<file path="config.mk">
export PLATFORM = sky130hd
export DESIGN_NAME = hpd_config
export DESIGN_NICKNAME = d
export VERILOG_FILES = /design/src/verilog/hpd_pkg.sv /design/src/verilog/hpd_config.sv
export SDC_FILE = /design/constraint.sdc
export NUM_CORES = 1
export LEC_CHECK = 0
export ABC_AREA = 1
export BUFFER_PORTS_ARGS = -buffer_cell sky130_fd_sc_hd__buf_4
export CAP_MARGIN = 10
export CORE_MARGIN = 2
export CORE_UTILIZATION = 35
export CTS_CLUSTER_DIAMETER = 200
export DETAILED_ROUTE_END_ITERATION = 8
export PLACE_DENSITY = 0.51
export SLEW_MARGIN = 20
export SYNTH_ARGS = -nofsm -noshare
export SYNTH_HDL_FRONTEND = slang
export SYNTH_SLANG_ARGS = --single-unit
</file>
<file path="constraint.sdc">
create_clock -name clock_i -period 2.1 [get_ports clock_i]
set_input_delay 0 -clock clock_i [delete_from_list [all_inputs] [get_ports clock_i]]
set_output_delay 0 -clock clock_i [all_outputs]
set_load 0.01 [all_outputs]
</file>
<file path="src/verilog/hpd_pkg.sv">
// hpd_pkg: constants for the hub port disable and power configuration bank
// assumes byte-wide configuration loads addressed by eeprom offset
`default_nettype none
package hpd_pkg;
   localparam logic [7:0] OFS_PDM_SELF = 8'h2a;
   localparam logic [7:0] OFS_PDM_BUS = 8'h2b;
   localparam logic [7:0] OFS_MAXC_SELF = 8'h2c;
   localparam logic [7:0] OFS_MAXC_BUS = 8'h2d;
   localparam logic [7:0] RST_PDM_SELF = 8'h30;
   localparam logic [7:0] RST_PDM_BUS = 8'h30;
   localparam logic [7:0] RST_MAXC_SELF = 8'h01;
   localparam logic [7:0] RST_MAXC_BUS = 8'h00;
   // bit 0 is reserved and reads as zero; bits 3..1 are the port bits
   localparam logic [7:0] PDM_RD_MASK = 8'hfe;
   localparam int PORT_LO = 1;
   localparam int PORT_HI = 3;
   localparam int NUM_PORTS = 3;
endpackage
`default_nettype wire

</file>
<file path="src/verilog/hpd_config.sv">
// hpd_config: port disable masks and max current bytes, per power mode
// assumes cfg writes/reads come from the eeprom loader on clock_i
//
// Functional notes
// - self-powered: ports with a one in the self mask are disabled
// - bus-powered: ports with a one in the bus mask are disabled
// - mask bits 3..1 map ports 3..1; bit 0 reads zero
// - disabled port never offered to the host for enable or enumeration
// - report only the enabled port count and renumber active ports
// - self-powered: report self max current byte, 2 mA per count
// - bus-powered: report bus max current byte, 2 mA per count
`timescale 1ns/1ns
`default_nettype none
module hpd_config (
   input wire logic clock_i,
   input wire logic rst_n_i,
   input wire logic self_powered_i,
   input wire logic cfg_wr_i,
   input wire logic [7:0] cfg_addr_i,
   input wire logic [7:0] cfg_wdata_i,
   output logic [7:0] cfg_rdata_o,
   output logic [3:1] port_enabled_o,
   output logic [1:0] port_count_o,
   output logic [1:0] logical_port1_o,
   output logic [1:0] logical_port2_o,
   output logic [1:0] logical_port3_o,
   output logic [7:0] max_current_o
);
   import hpd_pkg::*;

   logic [7:0] port_disable_mask_self_powered_q;
   logic [7:0] port_disable_mask_bus_powered_q;
   logic [7:0] max_current_self_powered_q;
   logic [7:0] max_current_bus_powered_q;
   logic mode_s1_q;
   logic mode_s2_q;
   logic hit_pdm_self;
   logic hit_pdm_bus;
   logic hit_maxc_self;
   logic hit_maxc_bus;
   logic wr_pdm_self;
   logic wr_pdm_bus;
   logic wr_maxc_self;
   logic wr_maxc_bus;
   logic [7:0] wdata_masked;
   logic [7:0] rdata_d;
   logic [3:1] self_ports;
   logic [3:1] bus_ports;
   logic [3:1] dis_sel;
   logic [3:1] en_d;
   logic [1:0] cnt_d;
   logic [1:0] ln1_d;
   logic [1:0] ln2_d;
   logic [1:0] ln3_d;
   logic [7:0] maxc_d;

   // power mode pin is asynchronous to clock_i; sync before use
   always_ff @(posedge clock_i) begin
      if (!rst_n_i) begin
         mode_s1_q <= 1'h0;
         mode_s2_q <= 1'h0;
      end else begin
         mode_s1_q <= self_powered_i;
         mode_s2_q <= mode_s1_q;
      end
   end

   // reset leaves the hub bus-powered until the pin has been seen twice
   reset_mode_a: assert property (
      @(posedge clock_i) disable iff (!rst_n_i)
      $rose(rst_n_i) |-> !mode_s2_q)
      else $error("mode not bus-powered after reset");
   mode_sync_a: assert property (
      @(posedge clock_i) disable iff (!rst_n_i)
      $rose(mode_s1_q) |=> mode_s2_q)
      else $error("mode sync stuck");

   // one address port serves both loads and reads
   assign hit_pdm_self = cfg_addr_i == OFS_PDM_SELF;
   assign hit_pdm_bus = cfg_addr_i == OFS_PDM_BUS;
   assign hit_maxc_self = cfg_addr_i == OFS_MAXC_SELF;
   assign hit_maxc_bus = cfg_addr_i == OFS_MAXC_BUS;
   assign wr_pdm_self = cfg_wr_i && hit_pdm_self;
   assign wr_pdm_bus = cfg_wr_i && hit_pdm_bus;
   assign wr_maxc_self = cfg_wr_i && hit_maxc_self;
   assign wr_maxc_bus = cfg_wr_i && hit_maxc_bus;
   // bit 0 is dropped on the way in so it can never read back as one
   assign wdata_masked = cfg_wdata_i & PDM_RD_MASK;

   always_ff @(posedge clock_i) begin
      if (!rst_n_i) begin
         port_disable_mask_self_powered_q <= RST_PDM_SELF;
      end else if (wr_pdm_self) begin
         port_disable_mask_self_powered_q <= wdata_masked;
      end
   end

   always_ff @(posedge clock_i) begin
      if (!rst_n_i) begin
         port_disable_mask_bus_powered_q <= RST_PDM_BUS;
      end else if (wr_pdm_bus) begin
         port_disable_mask_bus_powered_q <= wdata_masked;
      end
   end

   // reserved upper bits are kept as written; only bit 0 is forced
   store_self_a: assert property (
      @(posedge clock_i) disable iff (!rst_n_i)
      wr_pdm_self |=> port_disable_mask_self_powered_q ==
         {$past(cfg_wdata_i[7:1]), 1'h0})
      else $error("self mask stored wrong");
   store_bus_a: assert property (
      @(posedge clock_i) disable iff (!rst_n_i)
      wr_pdm_bus |=> port_disable_mask_bus_powered_q ==
         {$past(cfg_wdata_i[7:1]), 1'h0})
      else $error("bus mask stored wrong");
   reset_mask_a: assert property (
      @(posedge clock_i) disable iff (!rst_n_i)
      $rose(rst_n_i) |-> port_disable_mask_self_powered_q == RST_PDM_SELF
         && port_disable_mask_bus_powered_q == RST_PDM_BUS)
      else $error("mask defaults wrong");

   always_ff @(posedge clock_i) begin
      if (!rst_n_i) begin
         max_current_self_powered_q <= RST_MAXC_SELF;
      end else if (wr_maxc_self) begin
         max_current_self_powered_q <= cfg_wdata_i;
      end
   end

   always_ff @(posedge clock_i) begin
      if (!rst_n_i) begin
         max_current_bus_powered_q <= RST_MAXC_BUS;
      end else if (wr_maxc_bus) begin
         max_current_bus_powered_q <= cfg_wdata_i;
      end
   end

   maxc_self_wr_a: assert property (
      @(posedge clock_i) disable iff (!rst_n_i)
      wr_maxc_self |=> max_current_self_powered_q == $past(cfg_wdata_i))
      else $error("self current byte not loaded");
   maxc_bus_wr_a: assert property (
      @(posedge clock_i) disable iff (!rst_n_i)
      wr_maxc_bus |=> max_current_bus_powered_q == $past(cfg_wdata_i))
      else $error("bus current byte not loaded");

   // unmapped offsets read zero
   always_comb begin
      if (hit_pdm_self) begin
         rdata_d = port_disable_mask_self_powered_q;
      end else if (hit_pdm_bus) begin
         rdata_d = port_disable_mask_bus_powered_q;
      end else if (hit_maxc_self) begin
         rdata_d = max_current_self_powered_q;
      end else if (hit_maxc_bus) begin
         rdata_d = max_current_bus_powered_q;
      end else begin
         rdata_d = 8'h00;
      end
   end

   bit0_zero_a: assert property (
      @(posedge clock_i) disable iff (!rst_n_i)
      (cfg_addr_i == OFS_PDM_SELF || cfg_addr_i == OFS_PDM_BUS)
         |=> cfg_rdata_o[0] == 1'h0)
      else $error("reserved bit 0 reads one");

   // only the pair for the current mode is ever looked at
   assign self_ports = port_disable_mask_self_powered_q[PORT_HI:PORT_LO];
   assign bus_ports = port_disable_mask_bus_powered_q[PORT_HI:PORT_LO];
   assign dis_sel = mode_s2_q ? self_ports : bus_ports;
   assign en_d = ~dis_sel;
   assign cnt_d = 2'(en_d[1]) + 2'(en_d[2]) + 2'(en_d[3]);
   // logical numbers pack active ports from 1 upward; 0 means hidden
   assign ln1_d = en_d[1] ? 2'h1 : 2'h0;
   assign ln2_d = en_d[2] ? 2'(en_d[1]) + 2'h1 : 2'h0;
   assign ln3_d = en_d[3] ? 2'(en_d[1]) + 2'(en_d[2]) + 2'h1 : 2'h0;
   assign maxc_d = mode_s2_q ? max_current_self_powered_q
                             : max_current_bus_powered_q;

   // one cycle of lag buys outputs that all leave a flop
   always_ff @(posedge clock_i) begin
      if (!rst_n_i) begin
         cfg_rdata_o <= 8'h00;
         port_enabled_o <= 3'h0;
         port_count_o <= 2'h0;
         logical_port1_o <= 2'h0;
         logical_port2_o <= 2'h0;
         logical_port3_o <= 2'h0;
         max_current_o <= 8'h00;
      end else begin
         cfg_rdata_o <= rdata_d;
         port_enabled_o <= en_d;
         port_count_o <= cnt_d;
         logical_port1_o <= ln1_d;
         logical_port2_o <= ln2_d;
         logical_port3_o <= ln3_d;
         max_current_o <= maxc_d;
      end
   end

   self_mask_a: assert property (
      @(posedge clock_i) disable iff (!rst_n_i)
      mode_s2_q |=> port_enabled_o ==
         ~$past(port_disable_mask_self_powered_q[3:1]))
      else $error("self mask not applied");
   bus_mask_a: assert property (
      @(posedge clock_i) disable iff (!rst_n_i)
      !mode_s2_q |=> port_enabled_o ==
         ~$past(port_disable_mask_bus_powered_q[3:1]))
      else $error("bus mask not applied");
   hidden_p1_a: assert property (
      @(posedge clock_i) disable iff (!rst_n_i)
      !port_enabled_o[1] |-> logical_port1_o == 2'h0)
      else $error("disabled port 1 has a number");
   hidden_port_a: assert property (
      @(posedge clock_i) disable iff (!rst_n_i)
      !port_enabled_o[2] |-> logical_port2_o == 2'h0)
      else $error("disabled port has a number");
   hidden_p3_a: assert property (
      @(posedge clock_i) disable iff (!rst_n_i)
      !port_enabled_o[3] |-> logical_port3_o == 2'h0)
      else $error("disabled port 3 has a number");
   port_count_a: assert property (
      @(posedge clock_i) disable iff (!rst_n_i)
      port_count_o == 2'(port_enabled_o[1]) + 2'(port_enabled_o[2])
         + 2'(port_enabled_o[3]))
      else $error("port count mismatch");
   first_num_a: assert property (
      @(posedge clock_i) disable iff (!rst_n_i)
      port_enabled_o[1] |-> logical_port1_o == 2'h1)
      else $error("port 1 not numbered first");
   mid_num_a: assert property (
      @(posedge clock_i) disable iff (!rst_n_i)
      port_enabled_o[2] |-> logical_port2_o != 2'h0
         && logical_port2_o <= port_count_o)
      else $error("port 2 number out of range");
   renumber_a: assert property (
      @(posedge clock_i) disable iff (!rst_n_i)
      port_enabled_o[3] |-> logical_port3_o == port_count_o)
      else $error("top port not last number");
   self_cur_a: assert property (
      @(posedge clock_i) disable iff (!rst_n_i)
      mode_s2_q |=> max_current_o == $past(max_current_self_powered_q))
      else $error("self current wrong");
   bus_cur_a: assert property (
      @(posedge clock_i) disable iff (!rst_n_i)
      !mode_s2_q |=> max_current_o == $past(max_current_bus_powered_q))
      else $error("bus current wrong");
endmodule
`default_nettype wire

</file>
== Word level (Yosys, flattened, before mapping) ==
Index checks and enable logic that the tools add are counted.

* Add/sub/neg operators: 4
* Multipliers: 0
* Divide/modulo/power cells: 0
* $lt $le $gt $ge: 0
* Equality and inequality tests: 4
* Shift operators: 0
* Muxes and demuxes: 7
* Bitwise gates (word level): 2
* Reduce and logical (&&, ||, !) cells: 7

{| class="wikitable"
|+ Operators by type and width
! cell !! number
|-
| two-way mux 8 bit || 5
|-
| == test 8 x 6 -> 1 bit, second input constant || 4
|-
| logical AND 1 bit || 4
|-
| AND reduction 2 bit || 2
|-
| two-way mux 3 bit || 1
|-
| NOT 3 bit || 1
|-
| OR reduction 3 bit || 1
|-
| adder 1 x 1 -> 2 bit || 1
|-
| adder 1 x 1 -> 2 bit, second input constant || 1
|-
| adder 2 x 1 -> 2 bit || 1
|-
| adder 2 x 1 -> 2 bit, second input constant || 1
|-
| two-way mux 1 bit || 1
|-
| NOT 1 bit || 1
|}

* Register bits after elaboration: 59
* Latch bits: 0
* RAM bits: 0
* ROM bits: 0
* Input bits: 20
* Output and inout bits: 27
* Logic and storage cells: 38
* Memories: 0

== Logic depth before layout (Yosys ltp) ==
Gate-level depths: netlist of run 1.

* Depth in word-level cells: 5
* Mapped depth: 8
* Gate-level depth less buffers: 8

== Least setup slack after synthesis of run 1 ==
No wires, ideal clock.

* Path type: reg2reg
* Start: reg mode_s2_q
* End: reg port_count_o[0]
* Setup time: 0.126 ns
* Arrival: 1.301 ns
* Data required time: 1.974 ns
* Setup slack: 0.673 ns
* Cell stages (with the launch flop): 5
* Path buffers: 0
* Period minus slack after synthesis: 1.427 ns
* Path through: dfxtp_1 > o21ai_0 > inv_1 > fa_1 > nor2_1

* Longest elaborated chain between the ends: 4

{| class="wikitable"
|+ Ends and longest elaborated chain
! element !! RTL line !! text
|-
| start, declared || hpd_config.sv:36 || <nowiki>logic mode_s2_q;</nowiki>
|-
| start signal, assigned || hpd_config.sv:64 || <nowiki>mode_s2_q <= mode_s1_q;</nowiki>
|-
| two-way mux 3 bit || hpd_config.sv:172 || <nowiki>assign dis_sel = mode_s2_q ? self_ports : bus_ports;</nowiki>
|-
| NOT 3 bit || hpd_config.sv:173 || <nowiki>assign en_d = ~dis_sel;</nowiki>
|-
| named net en_d (one bit) || hpd_config.sv:50 || <nowiki>logic [3:1] en_d;</nowiki>
|-
| adder 1 x 1 -> 2 bit || hpd_config.sv:174 || <nowiki>assign cnt_d = 2'(en_d[1]) + 2'(en_d[2]) + 2'(en_d[3]);</nowiki>
|-
| adder 2 x 1 -> 2 bit || hpd_config.sv:174 ||
|-
| end signal, assigned || hpd_config.sv:195 || <nowiki>port_count_o <= cnt_d;</nowiki>
|-
| end, declared || hpd_config.sv:23 || <nowiki>output logic [1:0] port_count_o,</nowiki>
|}

The timed path passes the listed nets, and every way through them passes these cells.
A chain may end at the register's enable or synchronous reset.

== Worst setup path after layout of run 1 ==
Same ends and word-level chain as after synthesis.

==> reports/summary.log, run 1 <==
[status] status finished, final reports clean
[clock_network] clock edge transition at the registers on the reported setup and hold paths 0.07 ns
[sta] share of the cycle needed by the critical path after routing 73.3%
[clock_network] Clock Root Buffer sky130_fd_sc_hd__clkbuf_8
[detailed_routing] routed vias 2206
[worst_hold_path] path class of the lowest-slack min-delay path in -> reg
[sta] Hold Vio Cnt, Final 0
[sta] tightest hold margin 0.0311 ns
[synth] post-synthesis register bit count 57
[worst_setup_path] nature of the critical path endpoint register
[synth] Post-Syn Nets 347
[worst_setup_path] Slowest-stage cell, CP sky130_fd_sc_hd__fa_1
[detailed_routing] wire length after detailed routing 6260 um
[worst_setup_path] worst path buffer plus inverter count 1
[sta] unrepaired setup endpoints after global routing no
[worst_setup_path] worst flop-to-flop path startpoint mode_s2_q
[worst_setup_path] arrival time at the worst endpoint 1.76 ns
[die] Die Outline Area 7620 um2
[placed_design] worst-case setup slack after placement 0.557 ns
[sta] setup skew after layout 0.00610 ns
[worst_hold_path] hold wc startpoint cfg_wr_i
[worst_setup_path] crit start category register
[worst_setup_path] critical path cell sequence o21ai_0, inv_1, fa_1, nor2_1
[die] row cnt 30
[die] total I/O pin count 47
[sta] max_slew headroom 66.1%
[global_route] wire length of the first global-routing pass 10600 um
[placed_design] number of I/O port buffers 45
[clock_network] CTS tree built
[clock_network] TritonCTS sink count 57
[power] Leak 1.41 nW
[worst_setup_path] maximum fanout count along the critical path 7
[synth] yosys warns 0
[global_route] total track usage 18.6%
[detailed_routing] DRC marker count from the first detailed-route iteration 135
[global_route] antenna violations before repair 0
[synth] fraction of the yosys area taken by sequential cells 47.0%
[sta] Period minus WS final 1.54 ns
[synth] count of flip-flops with a built-in enable after synthesis 0
[job] maxcap violations 0
[sta] sum of negative setup slack 0 ns
[die] area of the core 6760 um2
[worst_setup_path] data required time of the critical path 2.32 ns
[worst_setup_path] Crit path largest cell delay 0.55 ns
[detailed_routing] final routed wire length divided by cell count 13.4 um
[die] starting utilization of the core area 36.0%
[synth] Top FF cell, synth sky130_fd_sc_hd__dfxtp_1
[finish] share of layout cells above drive strength 1 19.9%
[clock_network] maximum buffer depth of the clock tree 2
[sta] final worst slack 0.562 ns
[synth] cell count after synthesis 324
[detailed_routing] Antenna Violating Nets Remaining 0
[placed_design] RePlAce Congestion 0.799
[synth] number of distinct standard cells referenced by the synthesized netlist 25
[placed_design] half-perimeter wire length of the detailed placement result 4190 um
[finish] area occupied by registers 1140 um2
[synth] average size of a mapped cell 7.50 um2
[clock_network] Inserted Clock Buffers 9
[finish] Post-Layout Cell Count 467
[global_route] pin count of the biggest net entering global routing 32
[power] power density relative to cell area 774 nW/um2
[worst_setup_path] category of cells accounting for the largest share of critical-path delay adder cells
[detailed_routing] drt first pass iters 4
[finish] multi-input combinational cell area 1130 um2
[placed_design] DP Area 2830 um2
[die] chip width 87.3 um
[sta] Finish-stage setup viols 0
[finish] number of nets in the layout 405
[sta] final-report max-slew violation count 0
[global_route] number of global-route vias before repair 2122
[finish] fillcell total 723
[detailed_routing] via/cell ratio 4.72
[global_route] Congestion Overflow GR 0
[clock_network] number of levels in the clock H-tree 3
[detailed_routing] DRC 0
[power] peak supply drop 363 uV
[die] vertical die dimension 87.3 um
[power] overall power consumption 2.45 mW
[finish] area added between synthesis and finish 30.3%
[synth] Synth Cell Area 2430 um2
[clock_network] Resize count post-CTS 0
[clock_network] Worst-Skew Late Latency 0.34 ns
[finish] final core utilization 46.9%
[worst_setup_path] type of the worst setup path reg -> reg
[finish] Antenna diodes 0
[sta] maximum clock rate 0.650 GHz
[synth] share of synthesized flip-flops with an asynchronous set or reset 0%
[worst_setup_path] worst setup path start mode_s2_q
[sta] actual slew at the worst max-slew pin 0.504 ns
[finish] final design area excluding fillers 3170 um2
[placed_design] DP Cell Count 440
==> path summary, 6_finish.rpt <==
| check | to | slack (ns) | cells after the start |
|---|---|---|---|
| max | port_count_o[0] | 0.56 | 4 |
| min | max_current_bus_powered_q[4] | 0.03 | 3 |
| max reg2reg | port_count_o[0] | 0.56 | 4 |
| min reg2reg | mode_s2_q | 0.43 | 2 |
==> report_power, final <==
| part | switching [mW] | internal, mW | leakage [nW] |
|---|---|---|---|
| clock network | 0.445 | 0.728 | 0.115 |
| logic | 0.101 | 0.0730 | 0.831 |
| registers | 0.00534 | 1.10 | 0.463 |
| total | 0.552 | 1.90 | 1.41 |
==> layout by cell type (no fill, tap or decap), drive strengths merged <==
cell and instances:
buf 47, conb 1, bufinv 2, ha 2, nand2 85, clkinv 3
fa 1, dfxtp 57, clkinvlp 1, o21ai 13, a21oi 26, nand3b 10
clkbuf 11, nor3 1, nand3 33, nor2 57, dlygate4sd3 11, a21boi 1
inv 25
==> cells in the mapped netlist (3+ instances only) <==
library cell               number  share of area (%)
sky130_fd_sc_hd__nand2_1       83                 13
sky130_fd_sc_hd__buf_4          3               0.93
sky130_fd_sc_hd__nor2_4         5                2.3
sky130_fd_sc_hd__dfxtp_1       57                 47
sky130_fd_sc_hd__o21ai_0       13                2.7
sky130_fd_sc_hd__inv_1         24                3.7
sky130_fd_sc_hd__clkbuf_1       6               0.93
sky130_fd_sc_hd__a21oi_1       25                5.1
sky130_fd_sc_hd__nand3_1       31                6.4
sky130_fd_sc_hd__nand3b_1      10                3.1
sky130_fd_sc_hd__nor2_1        50                7.7
==> state kept, by name, summed over array words and instances (netlist names) <==
name and flops:
max_current_o 8, logical_port2_o 2, max_current_bus_powered_q 8, port_disable_mask_bus_powered_q 7, mode_s1_q 1, max_current_self_powered_q 8
cfg_rdata_o 8, port_count_o 2, mode_s2_q 1, port_enabled_o 3, port_disable_mask_self_powered_q 7, logical_port3_o 2
==> logic make-up (layout without fill, tap and decap cells) <==
logic type	Yosys count	after routing	synth area share, %
AND/OR/NAND/NOR	186	186	36.0
flip-flops	57	57	47.0
AO/OA/AOI/OAI	40	40	8.50
buffers and inverters	37	100	6.49
adder cells (fa/ha/maj)	3	3	1.85
other	1	1	0.154
==> layout make-up <==
type	count	share of cell area (%)
clock buffer	11	4.78
clock inverter	5	2.45
inverter	26	3.24
multi-input combinational	230	35.7
sequential	57	36.0
tap	80	3.16
timing repair buffer	58	14.6
==> routing by layer <==
metal	share of wire (%)	track usage [%]	up-vias
met5	0	0	-
met4	1.9	8.53	0
met3	4.1	3.70	12
met2	45	28.6	40
met1	49	25.0	1012
li1	-	-	1142
==> what timing repair did <==
action	CTS	global route
setup buffers	0	0
hold buffers	11	0
endpoints found under the hold margin	31	0
==> tightest hold or removal path, stage by stage <==
cell and delay, ns:
sky130_fd_sc_hd__buf_4 0.17, sky130_fd_sc_hd__nand3_1 0.09, sky130_fd_sc_hd__a21oi_1 0.06
(Power assumes the default switching activity.)
==> run 2: changes to the inputs <==
Clock period 2.1 ns to 1.45 ns, I/O delays scaled along.
==> run 2 against run 1 <==
Effect of this change: clock skew rose by 0.0067 ns; sequential share of layout area decreased by 0.56 points; sequential power is 45% higher; critical path depth unchanged; via count is 2.8% higher; hold slack worse by 0.0066 ns; wire length increased by 2.7%; combinational power grew 55%; worst setup slack worse by 0.45 ns; die area unchanged; sequential cell count is the same; non-clock buffer count rose by 12.
==> reports/summary.log, run 2 (synthesis gave the netlist of run 1 again) <==
[finish] most frequent cells in the layout sky130_fd_sc_hd__nand2_1, sky130_fd_sc_hd__buf_4, sky130_fd_sc_hd__dfxtp_1, sky130_fd_sc_hd__nor2_1, sky130_fd_sc_hd__nand3_1 [was sky130_fd_sc_hd__nand2_1, sky130_fd_sc_hd__dfxtp_1, sky130_fd_sc_hd__nor2_1, sky130_fd_sc_hd__buf_4, sky130_fd_sc_hd__nand3_1]
[worst_setup_path] data required time of the critical path 1.73 ns [was 2.32 ns]
[clock_network] clock edge transition at the registers on the reported setup and hold paths 0.07 ns [about the same]
[sta] final-report max-slew violation count 0 [unchanged]
[die] row cnt 30 [unchanged]
[worst_setup_path] category of cells accounting for the largest share of critical-path delay adder cells [unchanged]
[finish] area occupied by registers 1140 um2 [about the same]
[sta] sum of negative setup slack 0 ns [unchanged]
[clock_network] Inserted Clock Buffers 9 [unchanged]
[clock_network] maximum buffer depth of the clock tree 2 [unchanged]
[detailed_routing] Antenna Violating Nets Remaining 0 [unchanged]
[clock_network] CTS tree built [unchanged]
[finish] share of layout cells above drive strength 1 22.8% [was 19.9%]
[detailed_routing] via/cell ratio 4.73 [was 4.72]
[detailed_routing] routed vias 2267 [was 2206]
[worst_setup_path] critical path cell sequence inv_1, o21ai_0, fa_1, nor2_1 [was o21ai_0, inv_1, fa_1, nor2_1]
[worst_setup_path] Crit path depth 4 [unchanged]
[job] maxcap violations 0 [unchanged]
[sta] maximum clock rate 0.746 GHz [was 0.650 GHz]
[global_route] total track usage 18.1% [was 18.6%]
[finish] final design area excluding fillers 3220 um2 [was 3170 um2]
[worst_hold_path] path class of the lowest-slack min-delay path in -> reg [unchanged]
[detailed_routing] wire length after detailed routing 6430 um [was 6260 um]
[worst_setup_path] Slowest-stage cell, CP sky130_fd_sc_hd__fa_1 [unchanged]
[global_route] pin count of the biggest net entering global routing 23 [was 32]
[sta] unrepaired setup endpoints after global routing no [unchanged]
[global_route] number of global-route vias before repair 2080 [was 2122]
[finish] fillcell total 700 [was 723]
[die] vertical die dimension 87.3 um [unchanged]
[sta] setup skew after layout 0.0128 ns [was 0.00610 ns]
[die] area of the core 6760 um2 [unchanged]
[power] peak supply drop 603 uV [was 363 uV]
[finish] final core utilization 47.7% [was 46.9%]
[sta] final worst slack 0.110 ns [was 0.562 ns]
[die] Die Outline Area 7620 um2 [unchanged]
[finish] Antenna diodes 0 [unchanged]
[clock_network] number of levels in the clock H-tree 3 [unchanged]
[sta] Period minus WS final 1.34 ns [was 1.54 ns]
[status] status finished, final reports clean [unchanged]
[detailed_routing] drt first pass iters 4 [unchanged]
[finish] multi-input combinational cell area 1130 um2 [unchanged]
[worst_setup_path] nature of the critical path endpoint register [unchanged]
[die] total I/O pin count 47 [unchanged]
[worst_setup_path] maximum fanout count along the critical path 2 [was 7]
[placed_design] RePlAce Congestion 0.913 [was 0.799]
[clock_network] number of post-CTS setup repair buffers 0 [unchanged]
[finish] area added between synthesis and finish 32.5% [was 30.3%]
[global_route] antenna violations before repair 0 [unchanged]
[power] power density relative to cell area 1040 nW/um2 [was 774 nW/um2]
[worst_setup_path] arrival time at the worst endpoint 1.62 ns [was 1.76 ns]
[detailed_routing] DRC marker count from the first detailed-route iteration 99 [was 135]
[finish] most frequent standard cell in the layout excluding fill and tap cells sky130_fd_sc_hd__nand2_1 [unchanged]
[die] starting utilization of the core area 36.0% [unchanged]
[sta] tightest hold margin 0.0245 ns [was 0.0311 ns]
[worst_setup_path] crit start category register [unchanged]
[worst_setup_path] Crit path largest cell delay 0.48 ns [was 0.55 ns]
[clock_network] TritonCTS sink count 57 [unchanged]
[detailed_routing] final routed wire length divided by cell count 13.4 um [about the same]
[placed_design] number of I/O port buffers 45 [unchanged]
[power] Leak 1.45 nW [was 1.41 nW]
[sta] share of the cycle needed by the critical path after routing 92.4% [was 73.3%]
[global_route] wire length of the first global-routing pass 10300 um [was 10600 um]
[placed_design] half-perimeter wire length of the detailed placement result 4470 um [was 4190 um]
[finish] number of nets in the layout 417 [was 405]
[worst_setup_path] length in cells of the worst reg-to-reg path 4 [unchanged]
[detailed_routing] DRC 0 [unchanged]
[worst_setup_path] type of the worst setup path reg -> reg [unchanged]
[clock_network] Clock Root Buffer sky130_fd_sc_hd__clkbuf_8 [unchanged]
[placed_design] worst-case setup slack after placement 0.0643 ns [was 0.557 ns]
[sta] Finish-stage setup viols 0 [unchanged]
[placed_design] DP Area 2930 um2 [was 2830 um2]
[worst_hold_path] hold path depth 3 [unchanged]
[worst_setup_path] worst path buffer plus inverter count 1 [unchanged]
[die] chip width 87.3 um [unchanged]
[sta] Hold Vio Cnt, Final 0 [unchanged]
[global_route] Congestion Overflow GR 0 [unchanged]
[clock_network] Worst-Skew Late Latency 0.34 ns [about the same]
==> run 2: where the power goes <==
part / internal [mW] / switching (mW) / total [mW]
combinational: 0.117 / 0.152 / 0.269
sequential: 1.59 / 0.00863 / 1.60
clock: 0.834 / 0.644 / 1.48
total: 2.54 / 0.805 / 3.35
==> run 2: worst register-to-register path: cells and delay by family, from the launching register on <==
family / cells / cell delay [ns]
adder cells (fa/ha/maj): 1 / 0.48
flip-flops: 1 / 0.33
AO/OA/AOI/OAI: 1 / 0.32
AND/OR/NAND/NOR: 1 / 0.10
buffers and inverters: 1 / 0.06
==> run 2: final timing paths <==
path	slack [ns]	endpoint	startpoint
worst max-delay path	0.11	port_count_o[0]	port_disable_mask_bus_powered_q[2]
worst min-delay path	0.02	max_current_bus_powered_q[0]	cfg_wr_i
worst max register to register	0.11	port_count_o[0]	port_disable_mask_bus_powered_q[2]
worst min register to register	0.41	mode_s2_q	mode_s1_q
==> run 2: area by class of cell <==
class	instances	share of cell area [%]
flip-flops and latches	57	35.5
clock buffers	11	4.39
well taps	80	3.11
multi-input cells	230	35.1
clock inverters	5	1.71
inverters	26	3.19
repair buffers	70	17.0
==> run 2: per-stage QoR <==
| step | cells | power (mW) |
|---|---|---|
| floorplan | 324 | 1.75 |
| global placement | 454 | 1.88 |
| detailed placement | 454 | 1.88 |
| CTS | 479 | 3.39 |
| global route | 479 | 3.48 |
| finish | 479 | 3.35 |
==> run 2: routing by layer <==
metal | GRT usage (%) | wire [um] | up-vias
met5 | 0 | 0 | -
met4 | 5.59 | 31 | 0
met3 | 5.40 | 298 | 2
met2 | 28.4 | 2990 | 59
met1 | 23.8 | 3110 | 1034
li1 | - | - | 1172
==> run 2: what timing repair did <==
item	4_1_cts	5_1_grt
hold buffers	9	0
endpoints found under the hold margin	31	0
resized for setup	0	2
endpoints found under the setup margin	0	1
==> run 3: changes to the inputs <==
Settings changed: CTS_BUF_LIST from default to sky130_fd_sc_hd__clkbuf_4 sky130_fd_sc_hd__clkbuf_8.
==> run 3 against run 2 <==
Effect of this change: register-to-register slack about the same; die area is the same; combinational power about the same.
==> reports/summary.log, run 3 (synthesis gave the netlist of run 1 again) <==
[worst_setup_path] crit start category register [unchanged]
[sta] sum of negative setup slack 0 ns [unchanged]
[clock_network] Inserted Clock Buffers 9 [unchanged]
[global_route] wire length of the first global-routing pass 10300 um [unchanged]
[clock_network] CTS tree built [unchanged]
[detailed_routing] final routed wire length divided by cell count 13.4 um [about the same]
[detailed_routing] wire length after detailed routing 6420 um [was 6430 um]
[global_route] total track usage 18.1% [unchanged]
[sta] Finish-stage setup viols 0 [unchanged]
[finish] most frequent standard cell in the layout excluding fill and tap cells sky130_fd_sc_hd__nand2_1 [unchanged]
[placed_design] half-perimeter wire length of the detailed placement result 4470 um [unchanged]
[die] starting utilization of the core area 36.0% [unchanged]
[placed_design] RePlAce Congestion 0.913 [unchanged]
[detailed_routing] top routing layer used met4 [unchanged]
[detailed_routing] drt first pass iters 4 [unchanged]
[worst_hold_path] path class of the lowest-slack min-delay path in -> reg [unchanged]
[clock_network] maximum buffer depth of the clock tree 2 [unchanged]
[detailed_routing] routed wire length on met2 2970 um [was 2990 um]
[placed_design] DP Area 2930 um2 [unchanged]
[clock_network] number of levels in the clock H-tree 3 [unchanged]
[power] power density relative to cell area 1040 nW/um2 [about the same]
[finish] final core utilization 47.7% [about the same]
[sta] Period minus WS final 1.34 ns [about the same]
[finish] area added between synthesis and finish 32.7% [was 32.5%]
[sta] setup skew after layout 0.0113 ns [was 0.0128 ns]
[detailed_routing] DRC marker count from the first detailed-route iteration 97 [was 99]
[finish] most frequent cells in the layout sky130_fd_sc_hd__nand2_1, sky130_fd_sc_hd__buf_4, sky130_fd_sc_hd__dfxtp_1, sky130_fd_sc_hd__nor2_1, sky130_fd_sc_hd__nand3_1 [unchanged]
[status] status finished, final reports clean [unchanged]
[sta] final worst slack 0.110 ns [about the same]
[sta] unrepaired setup endpoints after global routing no [unchanged]
[finish] final design area excluding fillers 3220 um2 [about the same]
[placed_design] worst-case setup slack after placement 0.0643 ns [unchanged]
[detailed_routing] Antenna Violating Nets Remaining 0 [unchanged]
[detailed_routing] via/cell ratio 4.69 [was 4.73]
[placed_design] number of I/O port buffers 45 [unchanged]
[global_route] number of global-route vias before repair 2080 [unchanged]
[die] total I/O pin count 47 [unchanged]
[finish] share of layout cells above drive strength 1 23.1% [was 22.8%]
[sta] maximum clock rate 0.746 GHz [about the same]
[power] Leak 1.46 nW [was 1.45 nW]
[job] maxcap violations 0 [unchanged]
[worst_setup_path] data required time of the critical path 1.73 ns [about the same]
[clock_network] Clock Root Buffer sky130_fd_sc_hd__clkbuf_8 [unchanged]
[detailed_routing] met3 routed WL 297 um [was 298 um]
[sta] Hold Vio Cnt, Final 0 [unchanged]
[worst_setup_path] arrival time at the worst endpoint 1.62 ns [about the same]
[worst_setup_path] nature of the critical path endpoint register [unchanged]
[detailed_routing] routed vias 2245 [was 2267]
[power] peak supply drop 606 uV [was 603 uV]
[die] chip width 87.3 um [unchanged]
[global_route] antenna violations before repair 0 [unchanged]
[clock_network] TritonCTS sink count 57 [unchanged]
[sta] share of the cycle needed by the critical path after routing 92.4% [about the same]
[finish] Post-Layout Cell Count 479 [unchanged]
[die] Die Outline Area 7620 um2 [unchanged]
[detailed_routing] wl on met1 3100 um [was 3110 um]
[clock_network] number of post-CTS setup repair buffers 0 [unchanged]
[clock_network] Worst-Skew Late Latency 0.34 ns [about the same]
[die] vertical die dimension 87.3 um [unchanged]
[die] area of the core 6760 um2 [unchanged]
[sta] tightest hold margin 0.0255 ns [was 0.0245 ns]
[finish] Antenna diodes 0 [unchanged]
[worst_setup_path] type of the worst setup path reg -> reg [unchanged]
[clock_network] clock edge transition at the registers on the reported setup and hold paths 0.07 ns [about the same]
[global_route] Congestion Overflow GR 0 [unchanged]
[sta] final-report max-slew violation count 0 [unchanged]
[global_route] pin count of the biggest net entering global routing 23 [unchanged]
[detailed_routing] DRC 0 [unchanged]
[die] row cnt 30 [unchanged]
[worst_setup_path] maximum fanout count along the critical path 2 [unchanged]
[placed_design] DP Cell Count 454 [unchanged]
[finish] number of nets in the layout 417 [unchanged]
[power] overall power consumption 3.36 mW [was 3.35 mW]
==> run 3: power by group <==
part	total, mW	switching, mW	leakage [nW]	internal, mW
Clock	1.50	0.644	0.0987	0.853
Combinational	0.269	0.152	0.895	0.117
Sequential	1.60	0.00863	0.464	1.59
==> run 3: path summary, 6_finish.rpt <==
kind,from,endpoint,slack (ns),depth (start not counted)
max,port_disable_mask_bus_powered_q[2],port_count_o[0],0.11,4
min,cfg_wr_i,max_current_bus_powered_q[0],0.03,3
max reg2reg,port_disable_mask_bus_powered_q[2],port_count_o[0],0.11,4
min reg2reg,mode_s1_q,mode_s2_q,0.41,2
==> run 3: critical path, stage by stage (launching register included) <==
cell and delay [ns]:
sky130_fd_sc_hd__dfxtp_1 0.33, sky130_fd_sc_hd__inv_1 0.06, sky130_fd_sc_hd__o21ai_0 0.32, sky130_fd_sc_hd__fa_1 0.48, sky130_fd_sc_hd__nor2_1 0.10
==> run 3: layer usage <==
layer	global-route usage, %	vias to the layer above
met5	0	-
met4	5.59	0
met3	5.40	4
met2	28.4	58
met1	23.8	1010
li1	-	1173
==> run 3: area by class of cell <==
type	instances	area, um2
fill	701	3530
sequential	57	1140
multi-input combinational	230	1130
timing repair buffer	70	548
clock buffer	11	145
inverter	26	103
tap	80	100
clock inverter	5	55.1
==> run 3: repair_timing <==
action | in CTS | in global routing
hold buffers | 9 | 0
setup endpoints to repair | 0 | 1
hold endpoints to repair | 31 | 0
resized for setup | 0 | 2
